<file path="src/rtl/lsc_pkg.sv">
// Constants, register map and types for the LIN sync control block
//
// Notes on behaviour
// - Control bit 11 high blocks the break compare interrupt; low lets it through.
// - Control bit 10 high blocks the break error interrupt; low lets it through.
// - Control bit 9 low ties transceiver transmit and receive to the UART.
// - Control bit 9 high routes pin 7 to transmit, receive to pin 8.
// - Control bit 8 high holds UART receive high until break and sync seen.
// - Control bit 8 low passes bus receive data to the UART throughout the frame.
// - Stop type low stops the sync timer on the counted falling edge.
// - Stop type high stops the sync timer on the counted rising edge.
// - Stop condition interrupts only while control bit 4 is high.
// - Start condition interrupts only while control bit 3 is high.
// - Break falling edge is edge one; defaults start at two, stop at three.
// - Break timer reaching compare value flags a valid break; compare defaults 0x47.
// - Break timer overflow before the rising edge flags a break field error.
package lsc_pkg;
  localparam int          SYS_HZ       = 25_000_000;
  localparam int          LP_HZ        = 131_000;
  localparam int          SYNC_HZ      = 5_000_000;
  localparam int          LP_DIV       = (SYS_HZ + LP_HZ / 2) / LP_HZ;
  localparam int          SYNC_DIV     = SYS_HZ / SYNC_HZ;
  localparam int          RST_NS       = 15_000;
  localparam int          RST_CYC      = (RST_NS * (SYS_HZ / 1_000_000) + 999) / 1000;

  localparam logic [7:0]  OFS_CTL0     = 8'h00;
  localparam logic [7:0]  OFS_EDGE     = 8'h04;
  localparam logic [7:0]  OFS_STAT     = 8'h08;
  localparam logic [7:0]  OFS_BRK      = 8'h0C;
  localparam logic [7:0]  OFS_SYNC     = 8'h10;
  localparam logic [7:0]  OFS_MASK     = 8'h14;

  localparam logic [15:0] CTL_WMASK    = 16'h0F9F;
  localparam logic [15:0] CTL_RST      = 16'h0000;
  localparam logic [7:0]  EDGE_RST     = 8'h32;
  localparam logic [11:0] BRK_CMP_RST  = 12'h047;
  localparam logic [5:0]  MASK_RST     = 6'h00;

  localparam int          CB_RESET     = 0;
  localparam int          CB_ECLR      = 1;
  localparam int          CB_SYNC_EN   = 2;
  localparam int          CB_START_IE  = 3;
  localparam int          CB_STOP_IE   = 4;
  localparam int          CB_STOP_RISE = 7;
  localparam int          CB_GATE      = 8;
  localparam int          CB_TEST      = 9;
  localparam int          CB_ERR_DIS   = 10;
  localparam int          CB_CMP_DIS   = 11;

  localparam int          SB_BRK       = 0;
  localparam int          SB_START     = 1;
  localparam int          SB_STOP      = 2;
  localparam int          SB_ERR       = 4;
  localparam int          SB_RSTDONE   = 5;

  typedef enum logic [1:0] {
    ST_IDLE  = 2'b00,
    ST_BREAK = 2'b01,
    ST_SYNC  = 2'b10,
    ST_DONE  = 2'b11
  } lsc_state_e;
endpackage

</file>
<file path="src/rtl/lsc_sync_ctrl.sv">
// LIN hardware sync unit: control word, break and sync timing, pin routing
`timescale 1ns/1ps
`default_nettype none
module lsc_sync_ctrl
  import lsc_pkg::*;
#(
  parameter int LP_DIV_P  = LP_DIV,
  parameter int SYNC_DIV_P = SYNC_DIV
) (
  input  wire logic        CLOCK_I,
  input  wire logic        RESETN_I,
  input  wire logic [7:0]  ADDR_I,
  input  wire logic [15:0] WDATA_I,
  input  wire logic        WR_I,
  input  wire logic        RD_I,
  output logic      [15:0] RDATA_O,
  output logic             IRQ_O,
  input  wire logic        LIN_RXD_I,
  output logic             XCVR_TXD_O,
  input  wire logic        UART_TXD_I,
  output logic             UART_RXD_O,
  input  wire logic        GPIO7_I,
  output logic             GPIO8_O
);

  if (LP_DIV_P < 1 || LP_DIV_P > 65535 || SYNC_DIV_P < 1 || SYNC_DIV_P > 65535) begin : g_chk
    $error("lsc_sync_ctrl: tick dividers out of range");
  end

  logic [15:0] ctl_r;
  logic [7:0]  edge_r;
  logic [11:0] brk_cmp_r;
  logic [5:0]  mask_r;
  logic [5:0]  status_r;
  logic [5:0]  status_set;
  logic [5:0]  irq_en;
  logic [11:0] brk_cnt_r;
  logic [15:0] sync_cnt_r;
  logic [15:0] lp_div_r;
  logic [15:0] sy_div_r;
  logic [8:0]  rst_cnt_r;
  logic [3:0]  fall_cnt_r;
  logic [3:0]  rise_cnt_r;
  logic        run_r;
  logic        rx_prev_r;
  lsc_state_e  state_r;

  logic wr_ctl, rd_stat, rd_brk;
  logic fall_edge, rise_edge, lp_tick, sy_tick, hold;
  logic brk_hit, brk_ovf, start_hit, stop_hit, rst_done;

  assign wr_ctl    = WR_I && (ADDR_I == OFS_CTL0);
  assign rd_stat   = RD_I && (ADDR_I == OFS_STAT);
  assign rd_brk    = RD_I && (ADDR_I == OFS_BRK);
  assign fall_edge = rx_prev_r && !LIN_RXD_I;
  assign rise_edge = !rx_prev_r && LIN_RXD_I;
  assign lp_tick   = (lp_div_r == 16'(LP_DIV_P - 1));
  assign sy_tick   = (sy_div_r == 16'(SYNC_DIV_P - 1));
  assign hold      = ctl_r[CB_RESET] || ctl_r[CB_ECLR] || !ctl_r[CB_SYNC_EN];

  assign brk_hit   = (state_r == ST_BREAK) && lp_tick && ((brk_cnt_r + 12'h001) == brk_cmp_r);
  assign brk_ovf   = (state_r == ST_BREAK) && lp_tick && (brk_cnt_r == 12'hFFF);
  assign start_hit = (state_r == ST_SYNC) && !run_r && fall_edge
                     && ((fall_cnt_r + 4'h1) == edge_r[3:0]);
  assign stop_hit  = (state_r == ST_SYNC) && run_r
                     && (ctl_r[CB_STOP_RISE]
                         ? (rise_edge && ((rise_cnt_r + 4'h1) == edge_r[7:4]))
                         : (fall_edge && ((fall_cnt_r + 4'h1) == edge_r[7:4])));
  assign rst_done  = ctl_r[CB_RESET] && (rst_cnt_r == 9'(RST_CYC - 1));

  assign status_set = {rst_done, brk_ovf, 1'b0, stop_hit, start_hit, brk_hit};
  assign irq_en = {1'b1, !ctl_r[CB_ERR_DIS], 1'b0, ctl_r[CB_STOP_IE],
                   ctl_r[CB_START_IE], !ctl_r[CB_CMP_DIS]};

  // Control word; reset bit clears itself after the delay
  always_ff @(posedge CLOCK_I or negedge RESETN_I) begin
    if (!RESETN_I) begin
      ctl_r <= CTL_RST;
    end else if (wr_ctl) begin
      ctl_r <= WDATA_I & CTL_WMASK;
    end else if (rst_done) begin
      ctl_r[CB_RESET] <= 1'b0;
    end
  end

  always_ff @(posedge CLOCK_I or negedge RESETN_I) begin
    if (!RESETN_I) begin
      rst_cnt_r <= 9'h000;
    end else if (ctl_r[CB_RESET] && !rst_done) begin
      rst_cnt_r <= rst_cnt_r + 9'h001;
    end else begin
      rst_cnt_r <= 9'h000;
    end
  end

  // Other software registers; the reset bit restores edge and compare but not the mask
  always_ff @(posedge CLOCK_I or negedge RESETN_I) begin
    if (!RESETN_I) begin
      edge_r    <= EDGE_RST;
      brk_cmp_r <= BRK_CMP_RST;
      mask_r    <= MASK_RST;
    end else if (ctl_r[CB_RESET]) begin
      edge_r    <= EDGE_RST;
      brk_cmp_r <= BRK_CMP_RST;
    end else if (WR_I) begin
      if (ADDR_I == OFS_EDGE) begin
        edge_r <= WDATA_I[7:0];
      end
      if (ADDR_I == OFS_BRK) begin
        brk_cmp_r <= WDATA_I[11:0];
      end
      if (ADDR_I == OFS_MASK) begin
        mask_r <= WDATA_I[5:0];
      end
    end
  end

  // sticky flags, set wins over read clear
  always_ff @(posedge CLOCK_I or negedge RESETN_I) begin
    if (!RESETN_I) begin
      status_r <= 6'h00;
    end else if (rd_stat) begin
      status_r <= status_set;
    end else begin
      status_r <= status_r | status_set;
    end
  end

  always_ff @(posedge CLOCK_I or negedge RESETN_I) begin
    if (!RESETN_I) begin
      IRQ_O <= 1'b0;
    end else begin
      IRQ_O <= |(status_r & mask_r & irq_en);
    end
  end

  always_ff @(posedge CLOCK_I or negedge RESETN_I) begin
    if (!RESETN_I) begin
      RDATA_O <= 16'h0000;
    end else if (RD_I) begin
      case (ADDR_I)
        OFS_CTL0: RDATA_O <= ctl_r;
        OFS_EDGE: RDATA_O <= {8'h00, edge_r};
        OFS_STAT: RDATA_O <= {10'h000, status_r};
        OFS_BRK:  RDATA_O <= {4'h0, brk_cnt_r};
        OFS_SYNC: RDATA_O <= sync_cnt_r;
        OFS_MASK: RDATA_O <= {10'h000, mask_r};
        default:  RDATA_O <= 16'h0000;
      endcase
    end else begin
      RDATA_O <= 16'h0000;
    end
  end

  // Free tick dividers standing in for the low power and 5 MHz clocks
  always_ff @(posedge CLOCK_I or negedge RESETN_I) begin
    if (!RESETN_I) begin
      lp_div_r <= 16'h0000;
      sy_div_r <= 16'h0000;
    end else begin
      lp_div_r <= lp_tick ? 16'h0000 : lp_div_r + 16'h0001;
      sy_div_r <= sy_tick ? 16'h0000 : sy_div_r + 16'h0001;
    end
  end

  always_ff @(posedge CLOCK_I or negedge RESETN_I) begin
    if (!RESETN_I) begin
      rx_prev_r <= 1'b1;
    end else begin
      rx_prev_r <= LIN_RXD_I;
    end
  end

  // Break timer; a read or a falling edge restarts it
  always_ff @(posedge CLOCK_I or negedge RESETN_I) begin
    if (!RESETN_I) begin
      brk_cnt_r <= 12'h000;
    end else if (ctl_r[CB_RESET] || fall_edge || rd_brk) begin
      brk_cnt_r <= 12'h000;
    end else if (state_r == ST_BREAK && lp_tick) begin
      brk_cnt_r <= brk_cnt_r + 12'h001;
    end
  end

  // Frame sequencer; DONE waits for a software re-arm
  always_ff @(posedge CLOCK_I or negedge RESETN_I) begin
    if (!RESETN_I) begin
      state_r <= ST_IDLE;
    end else if (hold) begin
      state_r <= ST_IDLE;
    end else begin
      case (state_r)
        ST_IDLE: begin
          if (fall_edge) begin
            state_r <= ST_BREAK;
          end
        end
        ST_BREAK: begin
          if (brk_ovf) begin
            state_r <= ST_IDLE;
          end else if (rise_edge) begin
            state_r <= status_r[SB_BRK] ? ST_SYNC : ST_IDLE;
          end
        end
        ST_SYNC: begin
          if (stop_hit) begin
            state_r <= ST_DONE;
          end
        end
        ST_DONE: state_r <= ST_DONE;
        default: state_r <= ST_IDLE;
      endcase
    end
  end

  // break edge counts as the first falling edge
  always_ff @(posedge CLOCK_I or negedge RESETN_I) begin
    if (!RESETN_I) begin
      fall_cnt_r <= 4'h0;
      rise_cnt_r <= 4'h0;
    end else if (hold) begin
      fall_cnt_r <= 4'h0;
      rise_cnt_r <= 4'h0;
    end else if (state_r == ST_IDLE && fall_edge) begin
      fall_cnt_r <= 4'h1;
      rise_cnt_r <= 4'h0;
    end else if (state_r == ST_SYNC || state_r == ST_BREAK) begin
      if (fall_edge) begin
        fall_cnt_r <= fall_cnt_r + 4'h1;
      end
      if (rise_edge) begin
        rise_cnt_r <= rise_cnt_r + 4'h1;
      end
    end
  end

  // Sync timer keeps its stop value for software
  always_ff @(posedge CLOCK_I or negedge RESETN_I) begin
    if (!RESETN_I) begin
      run_r      <= 1'b0;
      sync_cnt_r <= 16'h0000;
    end else if (ctl_r[CB_RESET]) begin
      run_r      <= 1'b0;
      sync_cnt_r <= 16'h0000;
    end else if (start_hit) begin
      run_r      <= 1'b1;
      sync_cnt_r <= 16'h0000;
    end else if (stop_hit || hold) begin
      run_r <= 1'b0;
    end else if (run_r && sy_tick) begin
      sync_cnt_r <= sync_cnt_r + 16'h0001;
    end
  end

  // Pin routing, registered so outputs come from flops
  always_ff @(posedge CLOCK_I or negedge RESETN_I) begin
    if (!RESETN_I) begin
      XCVR_TXD_O <= 1'b1;
      UART_RXD_O <= 1'b1;
      GPIO8_O    <= 1'b1;
    end else if (ctl_r[CB_TEST]) begin
      XCVR_TXD_O <= GPIO7_I;
      GPIO8_O    <= LIN_RXD_I;
      UART_RXD_O <= 1'b1;
    end else begin
      XCVR_TXD_O <= UART_TXD_I;
      GPIO8_O    <= 1'b1;
      UART_RXD_O <= (ctl_r[CB_GATE] && state_r != ST_DONE) ? 1'b1 : LIN_RXD_I;
    end
  end

  a_cmp_irq_on: assert property (@(posedge CLOCK_I) disable iff (!RESETN_I)
    ($rose(status_r[SB_BRK]) && !ctl_r[CB_CMP_DIS] && mask_r[SB_BRK]) |=> IRQ_O)
    else $error("break compare interrupt not raised");
  a_cmp_irq_off: assert property (@(posedge CLOCK_I) disable iff (!RESETN_I)
    (status_r == 6'h01 && ctl_r[CB_CMP_DIS] && $stable(ctl_r)) |=> !IRQ_O)
    else $error("disabled break compare raised interrupt");
  a_err_irq_on: assert property (@(posedge CLOCK_I) disable iff (!RESETN_I)
    ($rose(status_r[SB_ERR]) && !ctl_r[CB_ERR_DIS] && mask_r[SB_ERR]) |=> IRQ_O)
    else $error("break error interrupt not raised");
  a_uart_path: assert property (@(posedge CLOCK_I) disable iff (!RESETN_I)
    !ctl_r[CB_TEST] |=> (XCVR_TXD_O == $past(UART_TXD_I)))
    else $error("transmit not from UART");
  a_test_path: assert property (@(posedge CLOCK_I) disable iff (!RESETN_I)
    ctl_r[CB_TEST] |=> (XCVR_TXD_O == $past(GPIO7_I) && GPIO8_O == $past(LIN_RXD_I)))
    else $error("test mode routing wrong");
  a_rx_gated: assert property (@(posedge CLOCK_I) disable iff (!RESETN_I)
    (ctl_r[CB_GATE] && state_r != ST_DONE) |=> UART_RXD_O)
    else $error("UART receive not gated high");
  a_rx_pass: assert property (@(posedge CLOCK_I) disable iff (!RESETN_I)
    (!ctl_r[CB_GATE] && !ctl_r[CB_TEST]) |=> (UART_RXD_O == $past(LIN_RXD_I)))
    else $error("UART receive not passed");
  a_stop_fall: assert property (@(posedge CLOCK_I) disable iff (!RESETN_I)
    (state_r == ST_SYNC && run_r && !ctl_r[CB_STOP_RISE] && fall_edge && !hold
     && (fall_cnt_r + 4'h1) == edge_r[7:4]) |=> (state_r == ST_DONE && !run_r))
    else $error("sync timer missed falling stop edge");
  a_stop_rise: assert property (@(posedge CLOCK_I) disable iff (!RESETN_I)
    (state_r == ST_SYNC && run_r && ctl_r[CB_STOP_RISE] && rise_edge && !hold
     && (rise_cnt_r + 4'h1) == edge_r[7:4]) |=> (state_r == ST_DONE && !run_r))
    else $error("sync timer missed rising stop edge");
  a_stop_irq: assert property (@(posedge CLOCK_I) disable iff (!RESETN_I)
    ($rose(status_r[SB_STOP]) && ctl_r[CB_STOP_IE] && mask_r[SB_STOP]) |=> IRQ_O)
    else $error("stop interrupt not raised");
  a_start_irq: assert property (@(posedge CLOCK_I) disable iff (!RESETN_I)
    (status_r[SB_START] && mask_r == 6'h02 && !ctl_r[CB_START_IE]) |=> !IRQ_O)
    else $error("disabled start raised interrupt");
  a_brk_valid: assert property (@(posedge CLOCK_I) disable iff (!RESETN_I)
    brk_hit |=> status_r[SB_BRK])
    else $error("valid break not flagged");
  a_brk_ovf: assert property (@(posedge CLOCK_I) disable iff (!RESETN_I)
    (state_r == ST_BREAK && lp_tick && brk_cnt_r == 12'hFFF && !hold)
    |=> (status_r[SB_ERR] && state_r == ST_IDLE))
    else $error("break overflow not flagged");

endmodule
`default_nettype wire

</file>
<file path="config.mk">
export PLATFORM = sky130hd
export DESIGN_NAME = lsc_sync_ctrl
export DESIGN_NICKNAME = d
export VERILOG_FILES = /design/src/rtl/lsc_pkg.sv /design/src/rtl/lsc_sync_ctrl.sv
export SDC_FILE = /design/constraint.sdc
export NUM_CORES = 1
export LEC_CHECK = 0
export ABC_AREA = 1
export ABC_CLOCK_PERIOD_IN_PS = 4400
export BUFFER_PORTS_ARGS = -buffer_cell sky130_fd_sc_hd__buf_2
export CORE_UTILIZATION = 54
export CTS_CLUSTER_SIZE = 40
export DETAILED_ROUTE_END_ITERATION = 16
export PLACE_DENSITY = 0.8
export SKIP_CTS_REPAIR_TIMING = 1
export SLEW_MARGIN = 25
export SYNTH_ARGS = -nofsm -noshare
export SYNTH_HDL_FRONTEND = slang
export SYNTH_SLANG_ARGS = --single-unit
</file>
<file path="constraint.sdc">
create_clock -name CLOCK_I -period 4.4 [get_ports CLOCK_I]
set_input_delay 0.66 -clock CLOCK_I [delete_from_list [all_inputs] [get_ports CLOCK_I]]
set_output_delay 0.66 -clock CLOCK_I [all_outputs]
set_load 0.01 [all_outputs]
</file>
# ---- After elaboration in Yosys (flattened, before gate mapping)
# Cells that the tools add are included.
dict set report classes {
  addsub 7
  mul 0
  div 0
  n_lt_le_gt_ge 0
  n_eq_ne 21
  n_shift 0
  mux 43
  bitwise_logic 4
  n_reduce_logical 53
}
# operator count
set op_table {}
lappend op_table {{16-bit 2-to-1 mux} 7}
lappend op_table {{16-bit case mux with 6 select lines} 1}
lappend op_table {{12-bit 2-to-1 mux} 5}
lappend op_table {{16-bit by 1-bit adder with 16-bit output, second input constant} 3}
lappend op_table {{4-bit 2-to-1 mux} 8}
lappend op_table {{8-bit 2-to-1 mux} 3}
lappend op_table {{1-bit logical AND} 20}
lappend op_table {{16-bit by 3-bit == test with 1-bit output, second input constant} 1}
lappend op_table {{16-bit by 8-bit == test with 1-bit output, second input constant} 1}
lappend op_table {{8-bit by 4-bit == test with 1-bit output, second input constant} 2}
lappend op_table {{8-bit by 5-bit == test with 1-bit output, second input constant} 2}
lappend op_table {{3-bit nonzero test} 5}
lappend op_table {{12-bit by 1-bit adder with 12-bit output, second input constant} 1}
lappend op_table {{6-bit bitwise AND} 2}
lappend op_table {{12-bit == test} 1}
lappend op_table {{12-bit == test, second input constant} 1}
lappend op_table {{4-bit == test} 3}
lappend op_table {{2-bit 2-to-1 mux} 6}
lappend op_table {{1-bit 2-to-1 mux} 10}
lappend op_table {{2-bit AND reduction} 5}
lappend op_table {{2-bit nonzero test} 5}
lappend op_table {{9-bit by 1-bit adder with 9-bit output, second input constant} 1}
lappend op_table {{9-bit == test, second input constant} 1}
lappend op_table {{9-bit 2-to-1 mux} 1}
lappend op_table {{other kinds (17)} 33}
dict set report word_totals {
  ff_bits 143
  latchBits 0
  mem_bits_rw 0
  rom_bits 0
  output_inout_bits 20
  mem_count 0
}

# ---- Longest topological paths before layout
# Gate-level depths: netlist (run 1).
dict set report depth {
  ltp_word 9
  mapped_depth 15
  ltp_nobuf 14
}

# ---- Worst setup path before layout (run 1)
# No wires, ideal clock.
dict set report synth_path {
  path_type {reg2reg}
  start {register fall_cnt_r[0]}
  end {register sync_cnt_r[10]}
  setup_ps 117
  t_arrival_ps 1703
  t_required_ps 4283
  slack_ps 2580
  stages_incl_launch_ff 11
  n_path_buf 1
  path_cell_list {dfrtp_1 -> ha_1 -> xnor2_1 -> o21ai_0 -> nor3_2 -> nand2_2 -> inv_4 -> buf_4 -> nor3_1 -> nand2_1 -> nand2_1}
}
dict set report synth_between {
  elab_chain_cells 8
  elab_cells_between_ends 13
  classes_between {1 x add/sub; 3 x eq/ne; 3 x mux; 6 x reduce/logical}
}
# element line
set synth_lines {}
lappend synth_lines {{start: declaration} lsc_sync_ctrl.sv:42} ;# logic [3:0] fall_cnt_r;
lappend synth_lines {{start signal: assignment} lsc_sync_ctrl.sv:229} ;# fall_cnt_r <= fall_cnt_r + 4'h1;
lappend synth_lines {{4-bit by 1-bit adder with 4-bit output (*)} {lsc_sync_ctrl.sv:64, lsc_sync_ctrl.sv:68}}
lappend synth_lines {{4-bit == test} lsc_sync_ctrl.sv:68} ;# : (fall_edge && ((fall_cnt_r + 4'h1) == edge_r[7:4])));
lappend synth_lines {{1-bit logical AND} lsc_sync_ctrl.sv:68}
lappend synth_lines {{1-bit 2-to-1 mux} lsc_sync_ctrl.sv:67} ;# ? (rise_edge && ((rise_cnt_r + 4'h1) == edge_r[7:4]))
lappend synth_lines {{1-bit logical AND} lsc_sync_ctrl.sv:66} ;# && (ctl_r[CB_STOP_RISE]
lappend synth_lines {{1-bit logical OR} lsc_sync_ctrl.sv:248} ;# end else if (stop_hit || hold) begin
lappend synth_lines {{3-bit inequality test (no source line)} n/a}
lappend synth_lines {{2-bit AND reduction (no source line)} n/a}
lappend synth_lines {{end signal: assignment} lsc_sync_ctrl.sv:251} ;# sync_cnt_r <= sync_cnt_r + 16'h0001;
lappend synth_lines {{end: declaration} lsc_sync_ctrl.sv:38} ;# logic [15:0] sync_cnt_r;
# Mark *: on every way between the ends. The rest lies on a longest branch, timed or not.
# A chain may end at the register's enable or synchronous reset.

# ---- Final worst setup path (run 1)
dict set report layout_path {
  start {register ctl_r[0]}
  end {register fall_cnt_r[0]}
}
dict set report layout_between {
  elab_chain_cells 4
  elab_cells_between_ends 6
  classes_between {1 x mux; 5 x reduce/logical}
}
# element line
set layout_lines {}
lappend layout_lines {{start: declaration} lsc_sync_ctrl.sv:30} ;# logic [15:0] ctl_r;
lappend layout_lines {{start signal: assignment} lsc_sync_ctrl.sv:80} ;# ctl_r <= WDATA_I & CTL_WMASK;
lappend layout_lines {{1-bit logical OR (*) (2 in a row)} lsc_sync_ctrl.sv:59} ;# assign hold = ctl_r[CB_RESET] || ctl_r[CB_ECLR] || !ctl_r[CB_SYNC_EN];
lappend layout_lines {{3-bit nonzero test (no source line)} n/a}
lappend layout_lines {{2-bit AND reduction (no source line)} n/a}
# Marks and branches as above.

==> parameters.txt, run 1 <==
Parameter                              Value

Power
  Maximum resistive drop on vdd    around 0.3 mV
  Net Sw Frac    24.84%
  Portion of total power attributed to sequential cells    45.1%
  Leakage    4.254 nW
  Total net switching power    0.7721 mW
  Power density normalized to cell area    357.8 nW/um^2
  Int Pwr    2.336 mW
  Gate power share    under 10%
  Clock network power share    a little under 50%

Floorplanning
  # IOs    51
  Number of placement rows    43
  Starting density of the core    a little under three fifths
  Total die area    14690 sq um
  Width of the chip    approximately 120 um
  Placeable Area    13880 sq um
  Die boundary height    121.2 um

GRT
  Global-route usage over all layers    27.10%
  Remaining global-route overflow    0
  Maximum number of pins on one net before global-route repair    99
  Initial antenna violation count    0
  Vias in the first global route    6341
  First-pass GRT wire length    30.48 mm

Layout
  Count of fill cells added during filler insertion    1170
  Syn-to-layout area delta    13.23%
  Final #Nets    1044
  Number of diodes added for antenna fixing    0
  Share of final-layout standard cells stronger than drive strength 1    14.05%
  Final standard cell utilization of the core    62.58%

Synthesis
  Top cells by area in the synthesized netlist    sky130_fd_sc_hd__dfrtp_1 (43%), sky130_fd_sc_hd__nand2_1 (10%), sky130_fd_sc_hd__inv_1 (6.8%)
  Synthesized instance count    943
  Biggest area consumer among synthesized cells    sky130_fd_sc_hd__dfrtp_1
  Cell area after synthesis    7672 sq um
  Primary flip-flop cell chosen by synthesis mapping    sky130_fd_sc_hd__dfrtp_1
  Share of the yosys chip area belonging to registers    46.49%
  Number of enable flip-flop cells after synthesis    0
  Cell variety after synth    53
  Mean instance size in the synthesized netlist    around 8.1 sq um
  Nets in the synthesized netlist    989
  Proportion of synthesized flip-flops having asynchronous set or reset    100.0%
  Top-area cell type share of the netlist area    a little over two fifths
  Count of state elements after synthesis    142
  Number of warnings issued by yosys    0

Timing
  Final-report setup violation count    0
  Measured slew at the worst slew-check pin    1010 ps
  Setup TNS    0 ps
  Final hold violation count    0
  Maximum clock frequency    421.7 MHz
  Final slew viol count    0
  Tcrit/Tclk final    around 54%
  Max-Slew Margin vs Limit    roughly 33%
  Fin Clk Skew    12.50 ps
  Final Worst Setup Slack    2029 ps
  Period minus WS final    about 2400 ps
  RSZ-0062 raised after global routing    false

Placed design
  RD Place Congestion    about 0.88
  Worst slack at placement    around 2100 ps
  Post-DP HPWL    13.13 mm
  Port-buffer cells    between 40 and 50

Drt
  Via total after detailed routing    around 6600
  First-pass iteration count of the detailed router    7
  Via density    5.545
  # DRC    0
  Number of nets with antenna violations after detailed routing    0
  Number of DRC markers after the initial detailed-route iteration    638
  Detailed Route WL    18.56 mm
  Routed wire length per instance    approximately 16 um

Worst hold path
  Class of the most critical hold timing path    in2async

CTS
  CTS H-Tree Depth    4
  Clk Latency, worst-skew pair    approximately 440 ps
  Root Buffer    sky130_fd_sc_hd__clkbuf_16
  TritonCTS buffer count    17
  Number of buffers on the longest clock path    2
  CTS tree    built
  CTS clock-pin slew for the worst setup and hold paths    60 ps
  Number of clock sinks seen by CTS    approximately 140

Critical path
  Crit path DAT    roughly 2700 ps
  Critical path capture point type    flop
  Worst reg2reg startpoint    ctl_r[0]
  Req. time, crit path    4710 ps
  Sort of element at the start of the critical path    flop
  Highest fanout seen on the critical path    20
  Class of the most critical setup path    reg2reg
  Startpoint of the most critical setup path    ctl_r[0]

Run
  Total of max-cap violations    0

Run status
  Status    finished clean
## cells by family (layout without fill, tap and decap cells)
group,Yosys count,count (layout),share of synthesized area [%]
compound gates,118,118,9.019
simple gates,466,466,28.54
xor+xnor,40,40,5.104
flops,142,142,46.49
fa+ha+maj,15,15,2.446
buf+inv,162,230,8.399
## final cells by class
cell class / instances / area (sq um) / area share, %
flip-flops and latches: 142 / 3567 / 41.06
multi-input cells: 639 / 3461 / 39.84
inverters: 150 / 565.5 / 6.510
clock buffers: 18 / 439.2 / 5.055
repair buffers: 48 / 251.5 / 2.895
well taps: 180 / 225.2 / 2.593
clock inverters: 14 / 177.7 / 2.045
## path summary, 6_finish.rpt
check	to	slack, ps	cells after the start
max in group asynchronous	brk_cmp_r[6]	3170	2
min in group CLOCK_I	rx_prev_r	340	1
hold reg to reg	GPIO8_O	420	1
hold / removal	sy_div_r[7]	320	1
setup reg to reg	fall_cnt_r[0]	2030	8
setup / recovery	fall_cnt_r[0]	2030	8
## metal layers
| metal | routed length [um] | global-route usage, % | share of wire, % |
|---|---|---|---|
| met1 | 7844 | 34.24 | 42 |
| met4 | 577 | 13.43 | 3.1 |
| met2 | 8845 | 44.00 | 48 |
| met3 | 1294 | 5.780 | 7.0 |
| met5 | 0 | 0 | 0 |
## placed cells by master (no fill, tap or decap), types with 11 or more instances in the layout
cell type	n
sky130_fd_sc_hd__a21oi_1	20
sky130_fd_sc_hd__buf_2	45
sky130_fd_sc_hd__clkbuf_16	17
sky130_fd_sc_hd__dfrtp_1	131
sky130_fd_sc_hd__dfstp_2	11
sky130_fd_sc_hd__ha_1	15
sky130_fd_sc_hd__inv_1	139
sky130_fd_sc_hd__nand2_1	208
sky130_fd_sc_hd__nand3_1	71
sky130_fd_sc_hd__nand4_1	28
sky130_fd_sc_hd__nor2_1	80
sky130_fd_sc_hd__nor3_1	31
sky130_fd_sc_hd__o21ai_0	45
sky130_fd_sc_hd__o22ai_1	27
sky130_fd_sc_hd__xor2_1	30
## power by group through the flow
stage          Sequential (mW)  Clock [mW]  Combinational, mW
2_1_floorplan             1.41           0              0.119
3_3_place_gp              1.42           0              0.183
3_5_place_dp              1.42           0              0.188
4_1_cts                   1.40        1.52              0.190
5_1_grt                   1.41        1.59              0.214
6_report                  1.40        1.52              0.188
## flip-flops by register name, indices dropped and copies added (netlist names), 2 cells and up
register and cells:
lp_div_r 16, status_r 5, sync_cnt_r 16, edge_r 8, state_r 2, sy_div_r 16, ctl_r 10, rst_cnt_r 9
brk_cnt_r 12, fall_cnt_r 4, rise_cnt_r 4, brk_cmp_r 12, mask_r 6, RDATA_O 16
## per-stage QoR
stage / cells / hold slack (ps) / power [mW] / instance area [sq um]
finish: 1191 / 322.2 / 3.108 / 8687
floorplan: 943 / 364.4 / 1.527 / 7672
CTS: 1191 / 339.3 / 3.112 / 8687
detailed placement: 1159 / 416.2 / 1.610 / 8070
global route: 1191 / 346.7 / 3.208 / 8687
global placement: 1159 / 411.5 / 1.603 / 8070
## synthesized netlist by cell type, types with 15 or more instances
cell / number
sky130_fd_sc_hd__o22ai_1: 27
sky130_fd_sc_hd__ha_1: 15
sky130_fd_sc_hd__nand4_1: 28
sky130_fd_sc_hd__nor3_1: 31
sky130_fd_sc_hd__xor2_1: 30
sky130_fd_sc_hd__o21ai_0: 45
sky130_fd_sc_hd__nand3_1: 71
sky130_fd_sc_hd__a21oi_1: 20
sky130_fd_sc_hd__nor2_1: 80
sky130_fd_sc_hd__nand2_1: 208
sky130_fd_sc_hd__inv_1: 139
sky130_fd_sc_hd__dfrtp_1: 131
## worst max-delay path, stage by stage (launching register included)
cell and delay [ps]:
sky130_fd_sc_hd__dfrtp_1 750, sky130_fd_sc_hd__nor3_4 520, sky130_fd_sc_hd__inv_1 170, sky130_fd_sc_hd__nor2_2 250, sky130_fd_sc_hd__inv_2 100, sky130_fd_sc_hd__o21ai_4 190
sky130_fd_sc_hd__inv_2 80, sky130_fd_sc_hd__o211ai_1 80, sky130_fd_sc_hd__o21ai_1 80
(Power assumes the default switching activity.)
==> run 2, diff against run 1 <==
ABC_CLOCK_PERIOD_IN_PS = 2100   (was 4400)
PLACE_DENSITY = 0.83   (was 0.8)
clock period = 2.1 ns   (was 4.4 ns; I/O delays follow)
==> run 2 against run 1 <==
Compared with the run above:
- combinational power rose by 130%
- sequential share of layout area fell by 0.59 points
- sequential power rose by 110%
- die area did not move
- register-to-register slack got worse by 1900 ps
- clock power rose by 88%
- critical path depth rose by 2
- cell area rose by 1.5%
- routed wire length rose by 2.9%
- critical path type unchanged
==> parameters.txt, run 2 (synthesis results as in run 1) <==
Parameter                              Value

Run status
  Status    finished clean

Timing
  Maximum clock frequency    501.0 MHz (+19%)
  Final hold violation count    0 (unchanged)
  Fin Clk Skew    6.681 ps (-5.814 ps)
  Measured slew at the worst slew-check pin    523.8 ps (-486.4 ps)
  Max-Slew Margin vs Limit    65.08% (+32 points)
  Final-report setup violation count    0 (unchanged)
  Tcrit/Tclk final    95.05% (+41 points)
  Period minus WS final    1996 ps (-375.3 ps)
  Final slew viol count    0 (unchanged)

Layout
  Final standard cell utilization of the core    63.51% (+0.93 points)
  Final #Nets    1064 (+1.9%)
  Most frequent standard cell in the layout excluding fill and tap cells    sky130_fd_sc_hd__nand2_1
  Syn-to-layout area delta    14.91%
  Highest-count cells in the layout ignoring fill and taps    sky130_fd_sc_hd__nand2_1 (207), sky130_fd_sc_hd__inv_1 (139), sky130_fd_sc_hd__dfrtp_1 (130), sky130_fd_sc_hd__nor2_1 (80), sky130_fd_sc_hd__nand3_1 (71)
  Area of the multi-input gates    3463 sq um (about the same)
  Final Instance Count excl. Fillers    1211 (+1.7%)
  Count of fill cells added during filler insertion    1147 (-2.0%)
  Final design area excluding fillers    8816 sq um (+1.5%)
  Number of diodes added for antenna fixing    0 (unchanged)
  Area occupied by registers    3568 sq um (about the same)
  Share of final-layout standard cells stronger than drive strength 1    15.03% (+0.99 points)

GRT
  First-pass GRT wire length    31.13 mm (+2.1%)
  Initial antenna violation count    0 (unchanged)
  Maximum number of pins on one net before global-route repair    56 (-43%)
  Remaining global-route overflow    0 (unchanged)
  Global-route usage over all layers    27.58% (+0.48 points)
  Vias in the first global route    6269 (-1.1%)

Drt
  Via density    5.572 (+0.49%)
  Via total after detailed routing    6748 (+2.2%)
  Number of DRC markers after the initial detailed-route iteration    646 (+1.3%)
  Highest metal layer with signal wires    met4
  First-pass iteration count of the detailed router    5 (-2)
  Metal1 wirelength    7.896 mm (+0.66%)
  Number of nets with antenna violations after detailed routing    0 (unchanged)
  Routed wire length per instance    15.76 um (+1.2%)
  Met2 wire len    9.214 mm (+4.2%)
  Detailed Route WL    19.09 mm (+2.9%)
  # DRC    0 (unchanged)
  Met3 Wirelength    1.324 mm (+2.3%)

Critical path
  Class of the most critical setup path    reg2reg
  End of the worst register-to-register path    sync_cnt_r[8]
  Highest fanout seen on the critical path    12 (-40%)
  Buffers plus inverters on the worst setup path    2 (-1)
  Critical path's top delay family    simple AND/OR/NAND/NOR gates
  Cell with the biggest individual delay on the critical path    sky130_fd_sc_hd__dfrtp_1
  Slowest cell delay on critical path    370 ps (-380 ps)
  Worst reg2reg startpoint    fall_cnt_r[0]
  R2r setup slk    100 ps (-1920 ps)
  Req. time, crit path    2410 ps (-2300 ps)
  Critical path capture point type    flop
  Worst r2r path cells    10 (+2)
  Crit path DAT    2310 ps (-380 ps)
  Sort of element at the start of the critical path    flop
  CP cell instances    ha_1, xnor2_1, o21ai_0, nor3_2, nand2_2, inv_6, nor2_8, buf_12, nand3_1, nand2_1

Floorplanning
  Width of the chip    121.2 um (unchanged)
  Die boundary height    121.2 um (unchanged)
  Placeable Area    13880 sq um (unchanged)
  Starting density of the core    55.27% (unchanged)
  Total die area    14690 sq um (unchanged)
  # IOs    51 (unchanged)
  Number of placement rows    43 (unchanged)

CTS
  Number of clock sinks seen by CTS    142 (unchanged)
  Number of buffers on the longest clock path    2 (unchanged)
  Clk Latency, worst-skew pair    420 ps (-20 ps)
  Root Buffer    sky130_fd_sc_hd__clkbuf_16
  TritonCTS buffer count    17 (unchanged)
  CTS clock-pin slew for the worst setup and hold paths    60 ps (about the same)
  CTS H-Tree Depth    4 (unchanged)
  CTS tree    built

Power
  Maximum resistive drop on vdd    0.5431 mV (+84%)
  Leakage    4.320 nW (+1.6%)
  Power density normalized to cell area    705.6 nW/um^2 (+97%)

Worst hold path
  Class of the most critical hold timing path    in2reg
  Endpoint of the worst hold-timing path    rx_prev_r
  Number of instances on the worst hold path    1
  Hold_sp    LIN_RXD_I

Placed design
  Post-DP HPWL    13.56 mm (+3.3%)
  Post-placement cell area    8223 sq um (+1.9%)
  Port-buffer cells    46 (unchanged)
  RD Place Congestion    0.9329 (+6.1%)
  Placed cell count    1176 (+1.5%)

Run
  Total of max-cap violations    0 (unchanged)
run 2: cell count changes in the layout (fill, tap and decap cells not counted), moves of 3 or more:
cell	previous run	this run
sky130_fd_sc_hd__clkbuf_1	0	8
sky130_fd_sc_hd__buf_12	0	3
sky130_fd_sc_hd__inv_6	7	1
sky130_fd_sc_hd__buf_4	2	17
run 2: per-stage QoR:
step	power (mW)	hold WS [ps]	worst slack, ps	TNS, ps
final	6.220	22.03	104.0	0
after global routing	6.445	11.40	-10.14	-10.14
after CTS	6.231	-141.4	95.99	0
after detailed placement	3.389	310.6	137.5	0
after global placement	3.379	308.1	172.5	0
after floorplan	3.200	19.41	279.9	0
run 2: worst max-delay path by stage:
stage | from | slack [ps] | cells after the start | end
4_1_cts | rise_cnt_r[0] | 100 | 12 | sync_cnt_r[8]
6_report | fall_cnt_r[0] | 100 | 10 | sync_cnt_r[8]
5_1_grt | fall_cnt_r[0] | -10 | 10 | sync_cnt_r[8]
2_1_floorplan | fall_cnt_r[0] | 280 | 10 | sync_cnt_r[10]
3_3_place_gp | fall_cnt_r[0] | 170 | 10 | sync_cnt_r[4]
3_5_place_dp | fall_cnt_r[0] | 140 | 10 | sync_cnt_r[7]
run 2: layout make-up:
cell class              instances  area share [%]
clock buffers                  25           5.166
clock inverters                 7           1.022
inverters                     150           6.443
multi-input cells             639           39.28
flip-flops and latches        142           40.48
well taps                     180           2.555
repair buffers                 68           5.053
run 2: per-layer routing:
metal,track usage [%],up-vias
li1,-,3222
met1,36.82,3185
met2,44.14,277
met3,4.793,64
met4,11.88,0
met5,0,-
run 2: power breakdown:
| group | internal [mW] | switching [mW] |
|---|---|---|
| logic | 0.154 | 0.282 |
| registers | 2.84 | 0.0847 |
| clock network | 1.74 | 1.12 |
